===== src/core/chtr_defines.vh =====
`ifndef CHTR_DEFINES_VH
`define CHTR_DEFINES_VH

// Register byte offsets on the peripheral bus.
`define CHTR_OFS_CMD 12'h00c
`define CHTR_OFS_RIDX 12'h010
`define CHTR_OFS_RSP0 12'h014
`define CHTR_OFS_RSP1 12'h018
`define CHTR_OFS_RSP2 12'h01c
`define CHTR_OFS_RSP3 12'h020
`define CHTR_OFS_TMO 12'h024
`define CHTR_OFS_LEN 12'h028
`define CHTR_OFS_DCTL 12'h02c
`define CHTR_OFS_DCNT 12'h030
`define CHTR_OFS_STAT 12'h034
`define CHTR_OFS_CLR 12'h038
`define CHTR_OFS_MSKA 12'h03c
`define CHTR_OFS_MSKB 12'h040

// Command register fields.
`define CHTR_CMD_W 11
`define CHTR_CMD_IDX 5:0
`define CHTR_CMD_RESP 6
`define CHTR_CMD_LONG 7
`define CHTR_CMD_EN 10

// Data control fields.
`define CHTR_DCTL_W 8
`define CHTR_DCTL_EN 0
`define CHTR_DCTL_DIR 1
`define CHTR_DCTL_MODE 2
`define CHTR_DCTL_DMA 3
`define CHTR_DCTL_BLK 7:4
`define CHTR_BLK_MAX 4'hb

// Status bit positions.
`define CHTR_ST_W 22
`define CHTR_STK_W 11
`define CHTR_F_CCRC 0
`define CHTR_F_DCRC 1
`define CHTR_F_CTMO 2
`define CHTR_F_DTMO 3
`define CHTR_F_TXUR 4
`define CHTR_F_RXOR 5
`define CHTR_F_COK 6
`define CHTR_F_CSENT 7
`define CHTR_F_DEND 8
`define CHTR_F_SBE 9
`define CHTR_F_BEND 10

// Reset values.
`define CHTR_RST_32 32'h0000_0000
`define CHTR_RST_16 16'h0000

`endif


===== src/core/chtr_regs.v =====
// Overview of operation
// Command bit 10 enables command path machine.
// Software spaces command/control rewrites by clocks.
// No-wait: sent flag; wait: ok or CRC.
// Capture last response index, bits 5:0.
// Long response index holds reserved ones.
// Short: word0 only; long: four words.
// First bit is MSB; word3 LSB zero.
// Timeout counter loads in wait/busy; flags zero.
// Program timeout and length before control.
// 16-bit length loaded at transfer start.
// Block-mode length multiple of block length.
// Control bits: enable, direction, mode, DMA.
// Enable write starts transfer by direction.
// Block length code n gives 2^n bytes.
// Counter decrements; zero ends, sets complete.
// Read remaining count only after completion.
// Bits 10:0 sticky, 21:11 live.
// Sticky flag order bit 0 to 10.
// Live flag order bit 11 to 21.
// Wide bus missing start bit sets flag 9.
// Clear register clears flags written one.
// Two mask registers, one per request.
// Mask one passes flag, zero suppresses.
// Request is OR of masked flags.
`include "chtr_defines.vh"

module chtr_regs #(
  parameter DW = 8
) (
  input wire i_clk, // System clock
  input wire i_rst_n, // Synchronous reset, active low
  input wire i_psel, // Bus select
  input wire i_penable, // Bus access phase
  input wire i_pwrite, // Bus write
  input wire [11:0] i_paddr, // Bus byte address
  input wire [31:0] i_pwdata, // Bus write data
  output reg [31:0] o_prdata, // Bus read data
  input wire i_card_clk, // Card bus clock pin
  input wire i_card_busy, // Card busy level pin
  output reg o_cmd_req, // Command send request
  output reg [5:0] o_cmd_index, // Index to send
  input wire i_cmd_sent, // Command shifted out
  input wire i_rsp_valid, // Response received
  input wire i_rsp_crc_ok, // Response CRC good
  input wire [5:0] i_rsp_index, // Response index field
  input wire [127:0] i_rsp_bits, // Response, first bit in MSB
  input wire i_rsp_timeout, // No response in time
  input wire i_dat_valid, // Data byte offered
  input wire [DW-1:0] i_dat, // Data byte
  output reg o_dat_ready, // Buffer can take a byte
  output reg o_out_valid, // Buffered byte valid
  output reg [DW-1:0] o_out, // Buffered byte
  input wire i_out_ready, // Consumer takes byte
  input wire i_blk_crc_ok, // Block CRC passed
  input wire i_blk_crc_err, // Block CRC failed
  input wire i_start_bit_err, // Wide bus start bit missing
  output reg o_dma_req, // DMA service request
  output reg [11:0] o_blk_len, // Block length in bytes
  output reg o_stream, // Stream mode selected
  output reg o_irq_a, // Interrupt request A
  output reg o_irq_b // Interrupt request B
);

  localparam [2:0] C_IDLE = 3'h1;
  localparam [2:0] C_SEND = 3'h2;
  localparam [2:0] C_WAIT = 3'h4;
  localparam [5:0] D_IDLE = 6'h01;
  localparam [5:0] D_WAITS = 6'h02;
  localparam [5:0] D_SEND = 6'h04;
  localparam [5:0] D_WAITR = 6'h08;
  localparam [5:0] D_RECV = 6'h10;
  localparam [5:0] D_BUSY = 6'h20;

  reg [`CHTR_CMD_W-1:0] cmd_q;
  reg [5:0] ridx_q;
  reg [31:0] rsp_q [0:3];
  reg [31:0] tmo_q;
  reg [15:0] len_q;
  reg [`CHTR_DCTL_W-1:0] dctl_q;
  reg [15:0] cnt_q;
  reg [31:0] timer_q;
  reg [`CHTR_STK_W-1:0] stk_q;
  reg [`CHTR_ST_W-1:0] mska_q;
  reg [`CHTR_ST_W-1:0] mskb_q;
  reg [2:0] cst_q;
  reg [5:0] dst_q;
  reg [5:0] dst_d;
  reg [2:0] ck_sync_q;
  reg [1:0] busy_sync_q;
  reg [DW-1:0] buf_q [0:1];
  reg [1:0] fill_q;
  reg [1:0] fill_d;
  reg [`CHTR_STK_W-1:0] set_d;
  reg [31:0] rd_d;

  ///////////////////////////////////////////////////////////////////////
  // Bus decode and pin synchronisers.

  wire wr = i_psel & i_penable & i_pwrite;
  wire rd_setup = i_psel & ~i_penable & ~i_pwrite;
  wire wr_cmd = wr && (i_paddr == `CHTR_OFS_CMD);
  wire wr_dctl = wr && (i_paddr == `CHTR_OFS_DCTL);
  wire wr_clr = wr && (i_paddr == `CHTR_OFS_CLR);
  // The card clock is only sampled; its rising edges pace the timer.
  wire ck_rise = ck_sync_q[1] & ~ck_sync_q[2];
  wire busy = busy_sync_q[1];
  wire dir_rx = dctl_q[`CHTR_DCTL_DIR];

  always @(posedge i_clk) begin
    if (!i_rst_n) begin
      ck_sync_q <= 3'h0;
      busy_sync_q <= 2'h0;
    end else begin
      ck_sync_q <= {ck_sync_q[1:0], i_card_clk};
      busy_sync_q <= {busy_sync_q[0], i_card_busy};
    end
  end

  ///////////////////////////////////////////////////////////////////////
  // Two-entry byte buffer in the data path.

  wire d_moving = |(dst_q & (D_WAITS | D_SEND | D_WAITR | D_RECV));
  wire push = i_dat_valid & o_dat_ready;
  wire pop = o_out_valid & i_out_ready;

  always @* begin
    fill_d = fill_q;
    if (push & ~pop) begin
      fill_d = fill_q + 2'h1;
    end else if (pop & ~push) begin
      fill_d = fill_q - 2'h1;
    end
  end

  always @(posedge i_clk) begin
    if (!i_rst_n) begin
      fill_q <= 2'h0;
      buf_q[0] <= {DW{1'b0}};
      buf_q[1] <= {DW{1'b0}};
      o_dat_ready <= 1'b0;
      o_out_valid <= 1'b0;
      o_out <= {DW{1'b0}};
    end else begin
      fill_q <= fill_d;
      if (pop) begin
        buf_q[0] <= buf_q[1];
      end
      if (push) begin
        buf_q[fill_q[0] ^ pop] <= i_dat;
      end
      // Ready is registered, so it looks at the next fill level and
      // the next state; a full buffer stalls the source.
      o_dat_ready <= (fill_d != 2'h2) &&
        |(dst_d & (D_WAITS | D_SEND | D_WAITR | D_RECV));
      o_out_valid <= (fill_d != 2'h0);
      if (pop) begin
        o_out <= (fill_q == 2'h2 || push) ?
          (fill_q == 2'h2 ? buf_q[1] : i_dat) : o_out;
      end else if (push && fill_q == 2'h0) begin
        o_out <= i_dat;
      end
    end
  end

  ///////////////////////////////////////////////////////////////////////
  // Data path machine, byte counter and timeout.

  wire last = push && (cnt_q == 16'h0001);
  wire tmo_hit = (timer_q == `CHTR_RST_32) &&
    |(dst_q & (D_WAITR | D_BUSY));

  always @* begin
    dst_d = dst_q;
    case (dst_q)
      D_IDLE: begin
        if (wr_dctl && i_pwdata[`CHTR_DCTL_EN] &&
            i_pwdata[15:0] != 16'h0 && len_q != `CHTR_RST_16) begin
          dst_d = i_pwdata[`CHTR_DCTL_DIR] ? D_WAITR : D_WAITS;
        end
      end
      D_WAITS, D_SEND: begin
        if (last) begin
          dst_d = D_BUSY;
        end else if (push) begin
          dst_d = D_SEND;
        end
      end
      D_WAITR, D_RECV: begin
        if (last || tmo_hit) begin
          dst_d = D_IDLE;
        end else if (push) begin
          dst_d = D_RECV;
        end
      end
      D_BUSY: begin
        if (!busy || tmo_hit) begin
          dst_d = D_IDLE;
        end
      end
      default: begin
        dst_d = D_IDLE;
      end
    endcase
  end

  always @(posedge i_clk) begin
    if (!i_rst_n) begin
      dst_q <= D_IDLE;
      cnt_q <= `CHTR_RST_16;
      timer_q <= `CHTR_RST_32;
    end else begin
      dst_q <= dst_d;
      if (dst_q == D_IDLE && dst_d != D_IDLE) begin
        cnt_q <= len_q;
      end else if (push && d_moving) begin
        cnt_q <= cnt_q - 16'h0001;
      end
      if ((dst_d == D_WAITR && dst_q != D_WAITR) ||
          (dst_d == D_BUSY && dst_q != D_BUSY)) begin
        timer_q <= tmo_q;
      end else if (ck_rise && timer_q != `CHTR_RST_32) begin
        timer_q <= timer_q - 32'h1;
      end
    end
  end

  ///////////////////////////////////////////////////////////////////////
  // Command path machine and response capture.

  // A write that sets or clears the enable acts in its own cycle, so a
  // start from the disabled state is not lost to the stale enable.
  wire cmd_en = wr_cmd ? i_pwdata[`CHTR_CMD_EN] : cmd_q[`CHTR_CMD_EN];

  always @(posedge i_clk) begin
    if (!i_rst_n) begin
      cst_q <= C_IDLE;
      o_cmd_req <= 1'b0;
      o_cmd_index <= 6'h0;
      ridx_q <= 6'h0;
      rsp_q[0] <= `CHTR_RST_32;
      rsp_q[1] <= `CHTR_RST_32;
      rsp_q[2] <= `CHTR_RST_32;
      rsp_q[3] <= `CHTR_RST_32;
    end else if (!cmd_en) begin
      cst_q <= C_IDLE;
      o_cmd_req <= 1'b0;
    end else begin
      case (cst_q)
        C_IDLE: begin
          if (wr_cmd && i_pwdata[`CHTR_CMD_EN]) begin
            cst_q <= C_SEND;
            o_cmd_req <= 1'b1;
            o_cmd_index <= i_pwdata[`CHTR_CMD_IDX];
          end
        end
        C_SEND: begin
          if (i_cmd_sent) begin
            o_cmd_req <= 1'b0;
            cst_q <= cmd_q[`CHTR_CMD_RESP] ? C_WAIT : C_IDLE;
          end
        end
        C_WAIT: begin
          if (i_rsp_valid) begin
            cst_q <= C_IDLE;
            // A long reply carries the reserved all-ones field here.
            ridx_q <= i_rsp_index;
            if (cmd_q[`CHTR_CMD_LONG]) begin
              rsp_q[0] <= i_rsp_bits[127:96];
              rsp_q[1] <= i_rsp_bits[95:64];
              rsp_q[2] <= i_rsp_bits[63:32];
              rsp_q[3] <= {i_rsp_bits[31:1], 1'b0};
            end else begin
              rsp_q[0] <= i_rsp_bits[31:0];
            end
          end else if (i_rsp_timeout) begin
            cst_q <= C_IDLE;
          end
        end
        default: begin
          cst_q <= C_IDLE;
        end
      endcase
    end
  end

  ///////////////////////////////////////////////////////////////////////
  // Status flags.

  wire cmd_live = cmd_q[`CHTR_CMD_EN];
  wire [`CHTR_ST_W-1:0] status;
  wire tx_on = |(dst_q & (D_WAITS | D_SEND | D_BUSY));
  wire rx_on = |(dst_q & (D_WAITR | D_RECV));
  wire q_empty = (fill_q == 2'h0);
  wire q_full = (fill_q == 2'h2);

  always @* begin
    set_d = {`CHTR_STK_W{1'b0}};
    set_d[`CHTR_F_CCRC] = cmd_live && cst_q == C_WAIT &&
      i_rsp_valid && !i_rsp_crc_ok;
    set_d[`CHTR_F_COK] = cmd_live && cst_q == C_WAIT &&
      i_rsp_valid && i_rsp_crc_ok;
    set_d[`CHTR_F_CTMO] = cmd_live && cst_q == C_WAIT &&
      !i_rsp_valid && i_rsp_timeout;
    set_d[`CHTR_F_CSENT] = cmd_live && cst_q == C_SEND &&
      i_cmd_sent && !cmd_q[`CHTR_CMD_RESP];
    set_d[`CHTR_F_DCRC] = i_blk_crc_err;
    set_d[`CHTR_F_BEND] = i_blk_crc_ok;
    set_d[`CHTR_F_DTMO] = tmo_hit;
    set_d[`CHTR_F_TXUR] = (dst_q == D_SEND) && i_out_ready && q_empty;
    // A receiving card cannot be stalled, so a refused byte is lost.
    set_d[`CHTR_F_RXOR] = rx_on && i_dat_valid && !o_dat_ready;
    set_d[`CHTR_F_DEND] = (dst_q != D_IDLE && dst_d == D_IDLE &&
      !tmo_hit) || (dst_q == D_IDLE && wr_dctl &&
      i_pwdata[`CHTR_DCTL_EN] && len_q == `CHTR_RST_16);
    set_d[`CHTR_F_SBE] = i_start_bit_err;
  end

  assign status = {
    ~q_empty & rx_on, ~q_empty & tx_on,
    q_empty & rx_on, q_empty & tx_on,
    q_full & rx_on, q_full & tx_on,
    ~q_empty & rx_on, (fill_q != 2'h2) & tx_on,
    rx_on, tx_on, cst_q != C_IDLE,
    stk_q
  };

  always @(posedge i_clk) begin
    if (!i_rst_n) begin
      stk_q <= {`CHTR_STK_W{1'b0}};
    end else if (wr_clr) begin
      // A flag raised in the clearing cycle survives the clear.
      stk_q <= (stk_q & ~i_pwdata[`CHTR_STK_W-1:0]) | set_d;
    end else begin
      stk_q <= stk_q | set_d;
    end
  end

  ///////////////////////////////////////////////////////////////////////
  // Register writes, reads and registered outputs.

  always @(posedge i_clk) begin
    if (!i_rst_n) begin
      cmd_q <= {`CHTR_CMD_W{1'b0}};
      tmo_q <= `CHTR_RST_32;
      len_q <= `CHTR_RST_16;
      dctl_q <= {`CHTR_DCTL_W{1'b0}};
      mska_q <= {`CHTR_ST_W{1'b0}};
      mskb_q <= {`CHTR_ST_W{1'b0}};
    end else if (wr) begin
      if (i_paddr == `CHTR_OFS_CMD) begin
        cmd_q <= i_pwdata[`CHTR_CMD_W-1:0];
      end else if (i_paddr == `CHTR_OFS_TMO) begin
        tmo_q <= i_pwdata;
      end else if (i_paddr == `CHTR_OFS_LEN) begin
        len_q <= i_pwdata[15:0];
      end else if (i_paddr == `CHTR_OFS_DCTL) begin
        dctl_q <= i_pwdata[`CHTR_DCTL_W-1:0];
      end else if (i_paddr == `CHTR_OFS_MSKA) begin
        mska_q <= i_pwdata[`CHTR_ST_W-1:0];
      end else if (i_paddr == `CHTR_OFS_MSKB) begin
        mskb_q <= i_pwdata[`CHTR_ST_W-1:0];
      end
    end
  end

  // Remaining count is only meaningful once the transfer has ended.
  always @* begin
    rd_d = `CHTR_RST_32;
    if (i_paddr == `CHTR_OFS_CMD) begin
      rd_d[`CHTR_CMD_W-1:0] = cmd_q;
    end else if (i_paddr == `CHTR_OFS_RIDX) begin
      rd_d[5:0] = ridx_q;
    end else if (i_paddr == `CHTR_OFS_RSP0) begin
      rd_d = rsp_q[0];
    end else if (i_paddr == `CHTR_OFS_RSP1) begin
      rd_d = rsp_q[1];
    end else if (i_paddr == `CHTR_OFS_RSP2) begin
      rd_d = rsp_q[2];
    end else if (i_paddr == `CHTR_OFS_RSP3) begin
      rd_d = rsp_q[3];
    end else if (i_paddr == `CHTR_OFS_TMO) begin
      rd_d = tmo_q;
    end else if (i_paddr == `CHTR_OFS_LEN) begin
      rd_d[15:0] = len_q;
    end else if (i_paddr == `CHTR_OFS_DCTL) begin
      rd_d[`CHTR_DCTL_W-1:0] = dctl_q;
    end else if (i_paddr == `CHTR_OFS_DCNT) begin
      rd_d[15:0] = cnt_q;
    end else if (i_paddr == `CHTR_OFS_STAT) begin
      rd_d[`CHTR_ST_W-1:0] = status;
    end else if (i_paddr == `CHTR_OFS_MSKA) begin
      rd_d[`CHTR_ST_W-1:0] = mska_q;
    end else if (i_paddr == `CHTR_OFS_MSKB) begin
      rd_d[`CHTR_ST_W-1:0] = mskb_q;
    end
  end

  always @(posedge i_clk) begin
    if (!i_rst_n) begin
      o_prdata <= `CHTR_RST_32;
      o_irq_a <= 1'b0;
      o_irq_b <= 1'b0;
      o_dma_req <= 1'b0;
      o_blk_len <= 12'h0;
      o_stream <= 1'b0;
    end else begin
      if (rd_setup) begin
        o_prdata <= rd_d;
      end
      o_irq_a <= |(status & mska_q);
      o_irq_b <= |(status & mskb_q);
      o_dma_req <= dctl_q[`CHTR_DCTL_DMA] &&
        (dir_rx ? (fill_d != 2'h0) : (fill_d != 2'h2)) &&
        (dst_d != D_IDLE);
      // Reserved codes give a zero length rather than wrapping.
      o_blk_len <= (dctl_q[`CHTR_DCTL_BLK] > `CHTR_BLK_MAX) ? 12'h0 :
        (12'h1 << dctl_q[`CHTR_DCTL_BLK]);
      o_stream <= dctl_q[`CHTR_DCTL_MODE];
    end
  end

endmodule // chtr_regs


===== config.mk =====
export PLATFORM = sky130hd
export DESIGN_NAME = chtr_regs
export DESIGN_NICKNAME = d
export VERILOG_FILES = /design/src/core/chtr_regs.v
export VERILOG_INCLUDE_DIRS = /design/src /design/src/core
export SDC_FILE = /design/constraint.sdc
export NUM_CORES = 1
export LEC_CHECK = 0
export ABC_AREA = 0
export BUFFER_PORTS_ARGS = -buffer_cell sky130_fd_sc_hd__buf_2
export CAP_MARGIN = 20
export CORE_MARGIN = 5
export CORE_UTILIZATION = 58
export DETAILED_ROUTE_END_ITERATION = 6
export GPL_TIMING_DRIVEN = 0
export HOLD_SLACK_MARGIN = 0.1
export PLACE_DENSITY = 0.81
export SLEW_MARGIN = 20
export SYNTH_ARGS = -nofsm -noshare
export SYNTH_HDL_FRONTEND = slang
export SYNTH_SLANG_ARGS = --single-unit

===== constraint.sdc =====
create_clock -name i_clk -period 10.2 [get_ports i_clk]
set_input_delay 1.02 -clock i_clk [delete_from_list [all_inputs] [get_ports i_clk]]
set_output_delay 1.02 -clock i_clk [all_outputs]
set_load 0.005 [all_outputs]

==> results.toml <==
[global_route]
grt_pass1_wl_um = 106600
antenna_found_initial = 3
grt_overflow = 0
grt_usage = 0.3837
grt_start_max_net_pins = 33
first_global_vias = 17840

[yosys]
synth_area_leaders = "dfxtp_1, edfxtp_1, nand2_1, a21oi_1, and3_1"
syn-cell-area_sq_um = 18730
ys_warn_count = 0
synth_cells = 2041
synthArstFlopShare = 0
synth_cell_types = 94
synth_nets = 2249
ys_ff_latch = 392
synth_edf_count = 135
yosysTopAreaCellShare = 0.2747
ys_seq_area_frac = 0.4911
yosysMostFrequentCell = "nand2_1"
synthTopCellsByCount = "nand2_1, dfxtp_1, nor2_1, a21oi_1, edfxtp_1"
yosysTopAreaCell = "dfxtp_1"
synthFlopType = "dfxtp_1"
avgSynthCellArea_sq_um = 9.176

[job]
cap_violations = 0

[cts]
cts_hold_buffers = 0
cts_buffer_depth = 3
clkTransAtPathRegs_ns = 0.06
cts-buffers-inserted = 40
cts.sinks = 392
htreeDepth = 2
insertion_delay_ns = 0.55
cts_tree = "yes"
cts_setup_buffers = 0
clockRootBuffer = "clkbuf_16"
cts_resized = 0

[finish]
multi_input_area_sq_um = 8820
syn2layout_area_growth_pct = 17.28
drive_gt1_frac = 0.1676
finish.instance_area_sq_um = 21970
fillCellCount = 2485
layout.nets = 2551
register_area_sq_um = 9199

[route]
vias_per_cell = 6.558
wl_per_cell_um = 25.70
drcViolationCount = 0
dr.pass1.iters = 7
drt_iter0_markers = 2405
ant_nets = 0
routed_wl_um = 71380
vias = 18210

[hold_path]
whs_endpoint = "busy_sync_q[1]$_SDFF_PN0_"
min_path_cells = 1
hold_path_class = "reg2reg"
worstHoldStart = "busy_sync_q[0]$_SDFF_PN0_"

[pwr]
leakage_nw = 8.403
peakVddDrop_uv = 184.3
p_comb_frac = 0.182
power.switching_mw = 1.153
cellPowerDensity_nw_per_um2 = 180.1
swShare = 0.2914
p_int_mw = 2.804
pwr-share-clk = 0.376
p_total_mw = 3.957
p_seq_frac = 0.442

[setup_path]
ff2ff_setup_slack_ns = 7.14
worstSetupStartpointType = "primary input"
r2r_cells = 6
critPathKind = "in2reg"
cp.required_ns = 10.65
r2r-end = "o_dat_ready$_SDFF_PN0_"
cp_max_fo = 10
endpoint_kind = "register"
r2r_start = "timer_q[26]$_SDFFE_PN0P_"
worstPathArrival_ns = 4.20

[floorplanning]
fp-row-count = 65
start_util = 0.5905
core_sq_um = 31720
die-area_sq_um = 35990
die_h_um = 189.7
io_pins = 267
die_x_um = 189.7

[timing]
finalSetupViolCount = 0
fin_crit_sh = 0.3682
finalClockSkew_ns = 0.01774
worst_pin_slew_ns = 1.241
finalMaxSlewViolations = 0
min_period_ns = 3.756
timing.fmax_ghz = 0.2662
rsz0062_at_grt = "no"
max_slew_margin = 0.1648
final_hold_viol_count = 0
hold_ws_ns = 0.4387

[place]
dpl-instance-area_sq_um = 20640
port_buffers = 256
gp_congestion = 1.048
place_hpwl_um = 53910

[status]
status = "complete, no violations"
-- cell type report --
class / instances / area share
Sequential cell: 392 / 0.4188
Multi-Input combinational cell: 1466 / 0.4015
Timing Repair Buffer: 260 / 0.06334
Clock buffer: 59 / 0.05252
Buffer: 164 / 0.03047
Tap cell: 402 / 0.02290
Clock inverter: 14 / 0.007120
Inverter: 19 / 0.003247
Antenna cell: 1 / 0.0001139
-- through the flow --
stage                     cells  worst slack [ns]    util  setup TNS, ns
after detailed placement   2703             6.095  0.6508              0
after floorplan            2041            0.7881       -              0
after global routing       2776             6.523  0.6925              0
final                      2777             6.444  0.6925              0
after CTS                  2776             6.640  0.6921              0
after global placement     2699            -2.018  0.6467        -190.51
-- power groups by stage --
stage	Combinational, mW	Sequential, mW	Clock [mW]
3_5_place_dp	0.690	1.78	0
4_1_cts	0.701	1.75	1.48
5_1_grt	0.771	1.75	1.56
2_1_floorplan	0.486	1.77	0
3_3_place_gp	0.672	1.78	0
6_report	0.720	1.75	1.49
-- kinds of logic (layout without fill, tap and decap cells) --
group | Yosys count | after routing | share of synthesized area
AOI/OAI and AO/OA | 493 | 493 | 0.1756
xor gates and xnor gates | 48 | 48 | 0.02245
DFF | 392 | 392 | 0.4911
muxes | 76 | 76 | 0.04255
adders and majority gates | 8 | 8 | 0.005077
buffers and inverters | 183 | 516 | 0.03955
other | 0 | 1 | 0
and+or+nand+nor | 841 | 841 | 0.2237
-- registers in the layout, summed over array words and instances, names as in the netlist, 3 cells and up --
register,cells
tmo_q,32
rsp_q,127
o_out,8
dst_q,6
ck_sync_q,3
mskb_q,22
mska_q,22
len_q,16
o_prdata,32
o_blk_len,12
timer_q,32
cst_q,3
buf_q,8
o_cmd_index,6
stk_q,11
dctl_q,8
cmd_q,11
cnt_q,16
ridx_q,6
-- worst max path at each step --
stage / start / endpoint / slack, ns / cells after the start
after floorplan: i_paddr[6] / rsp_q[1][0]$_SDFFCE_PN0P_ / 0.79 / 6
after global placement: i_paddr[1] / rsp_q[1][27]$_SDFFCE_PN0P_ / -2.02 / 6
after detailed placement: i_paddr[1] / o_prdata[15]$_SDFFE_PN0P_ / 6.09 / 8
after CTS: i_paddr[1] / o_prdata[1]$_SDFFE_PN0P_ / 6.64 / 8
after global routing: i_paddr[1] / o_prdata[15]$_SDFFE_PN0P_ / 6.52 / 8
final: i_paddr[1] / o_prdata[1]$_SDFFE_PN0P_ / 6.44 / 8
-- metal layers --
metal | vias up | wire [um] | global-route usage
li1 | 8085 | - | -
met1 | 8591 | 27450 | 0.5069
met2 | 1296 | 31820 | 0.6045
met3 | 235 | 8247 | 0.08936
met4 | 4 | 3840 | 0.1747
met5 | - | 21 | 0
-- cell usage in the layout (no fill, tap or decap), drive strengths merged, types with 10 or more instances in the layout --
master  count
nor2      184
and3      112
nand2b     21
xnor2      28
clkbuf    184
nor3       42
nand2     293
mux2i      65
a222oi     14
a22oi      36
nand3      48
nor4       28
a21oi     165
dfxtp     257
nor3b      11
buf       299
a22o       23
inv        21
xor2       20
nand4      14
and2       22
a211oi     62
o21ai      67
or3        10
edfxtp    135
a221oi     17
nor2b      11
o22ai      22
-- critical path, stage by stage --
cell and delay, ns:
buf_2 0.12, nor4_4 0.62, nand2_2 0.31, clkbuf_1 0.35
nor2_1 0.81, clkbuf_1 0.54, a221oi_1 0.27, o32ai_1 0.15
Power figures use the tool's default switching activity.
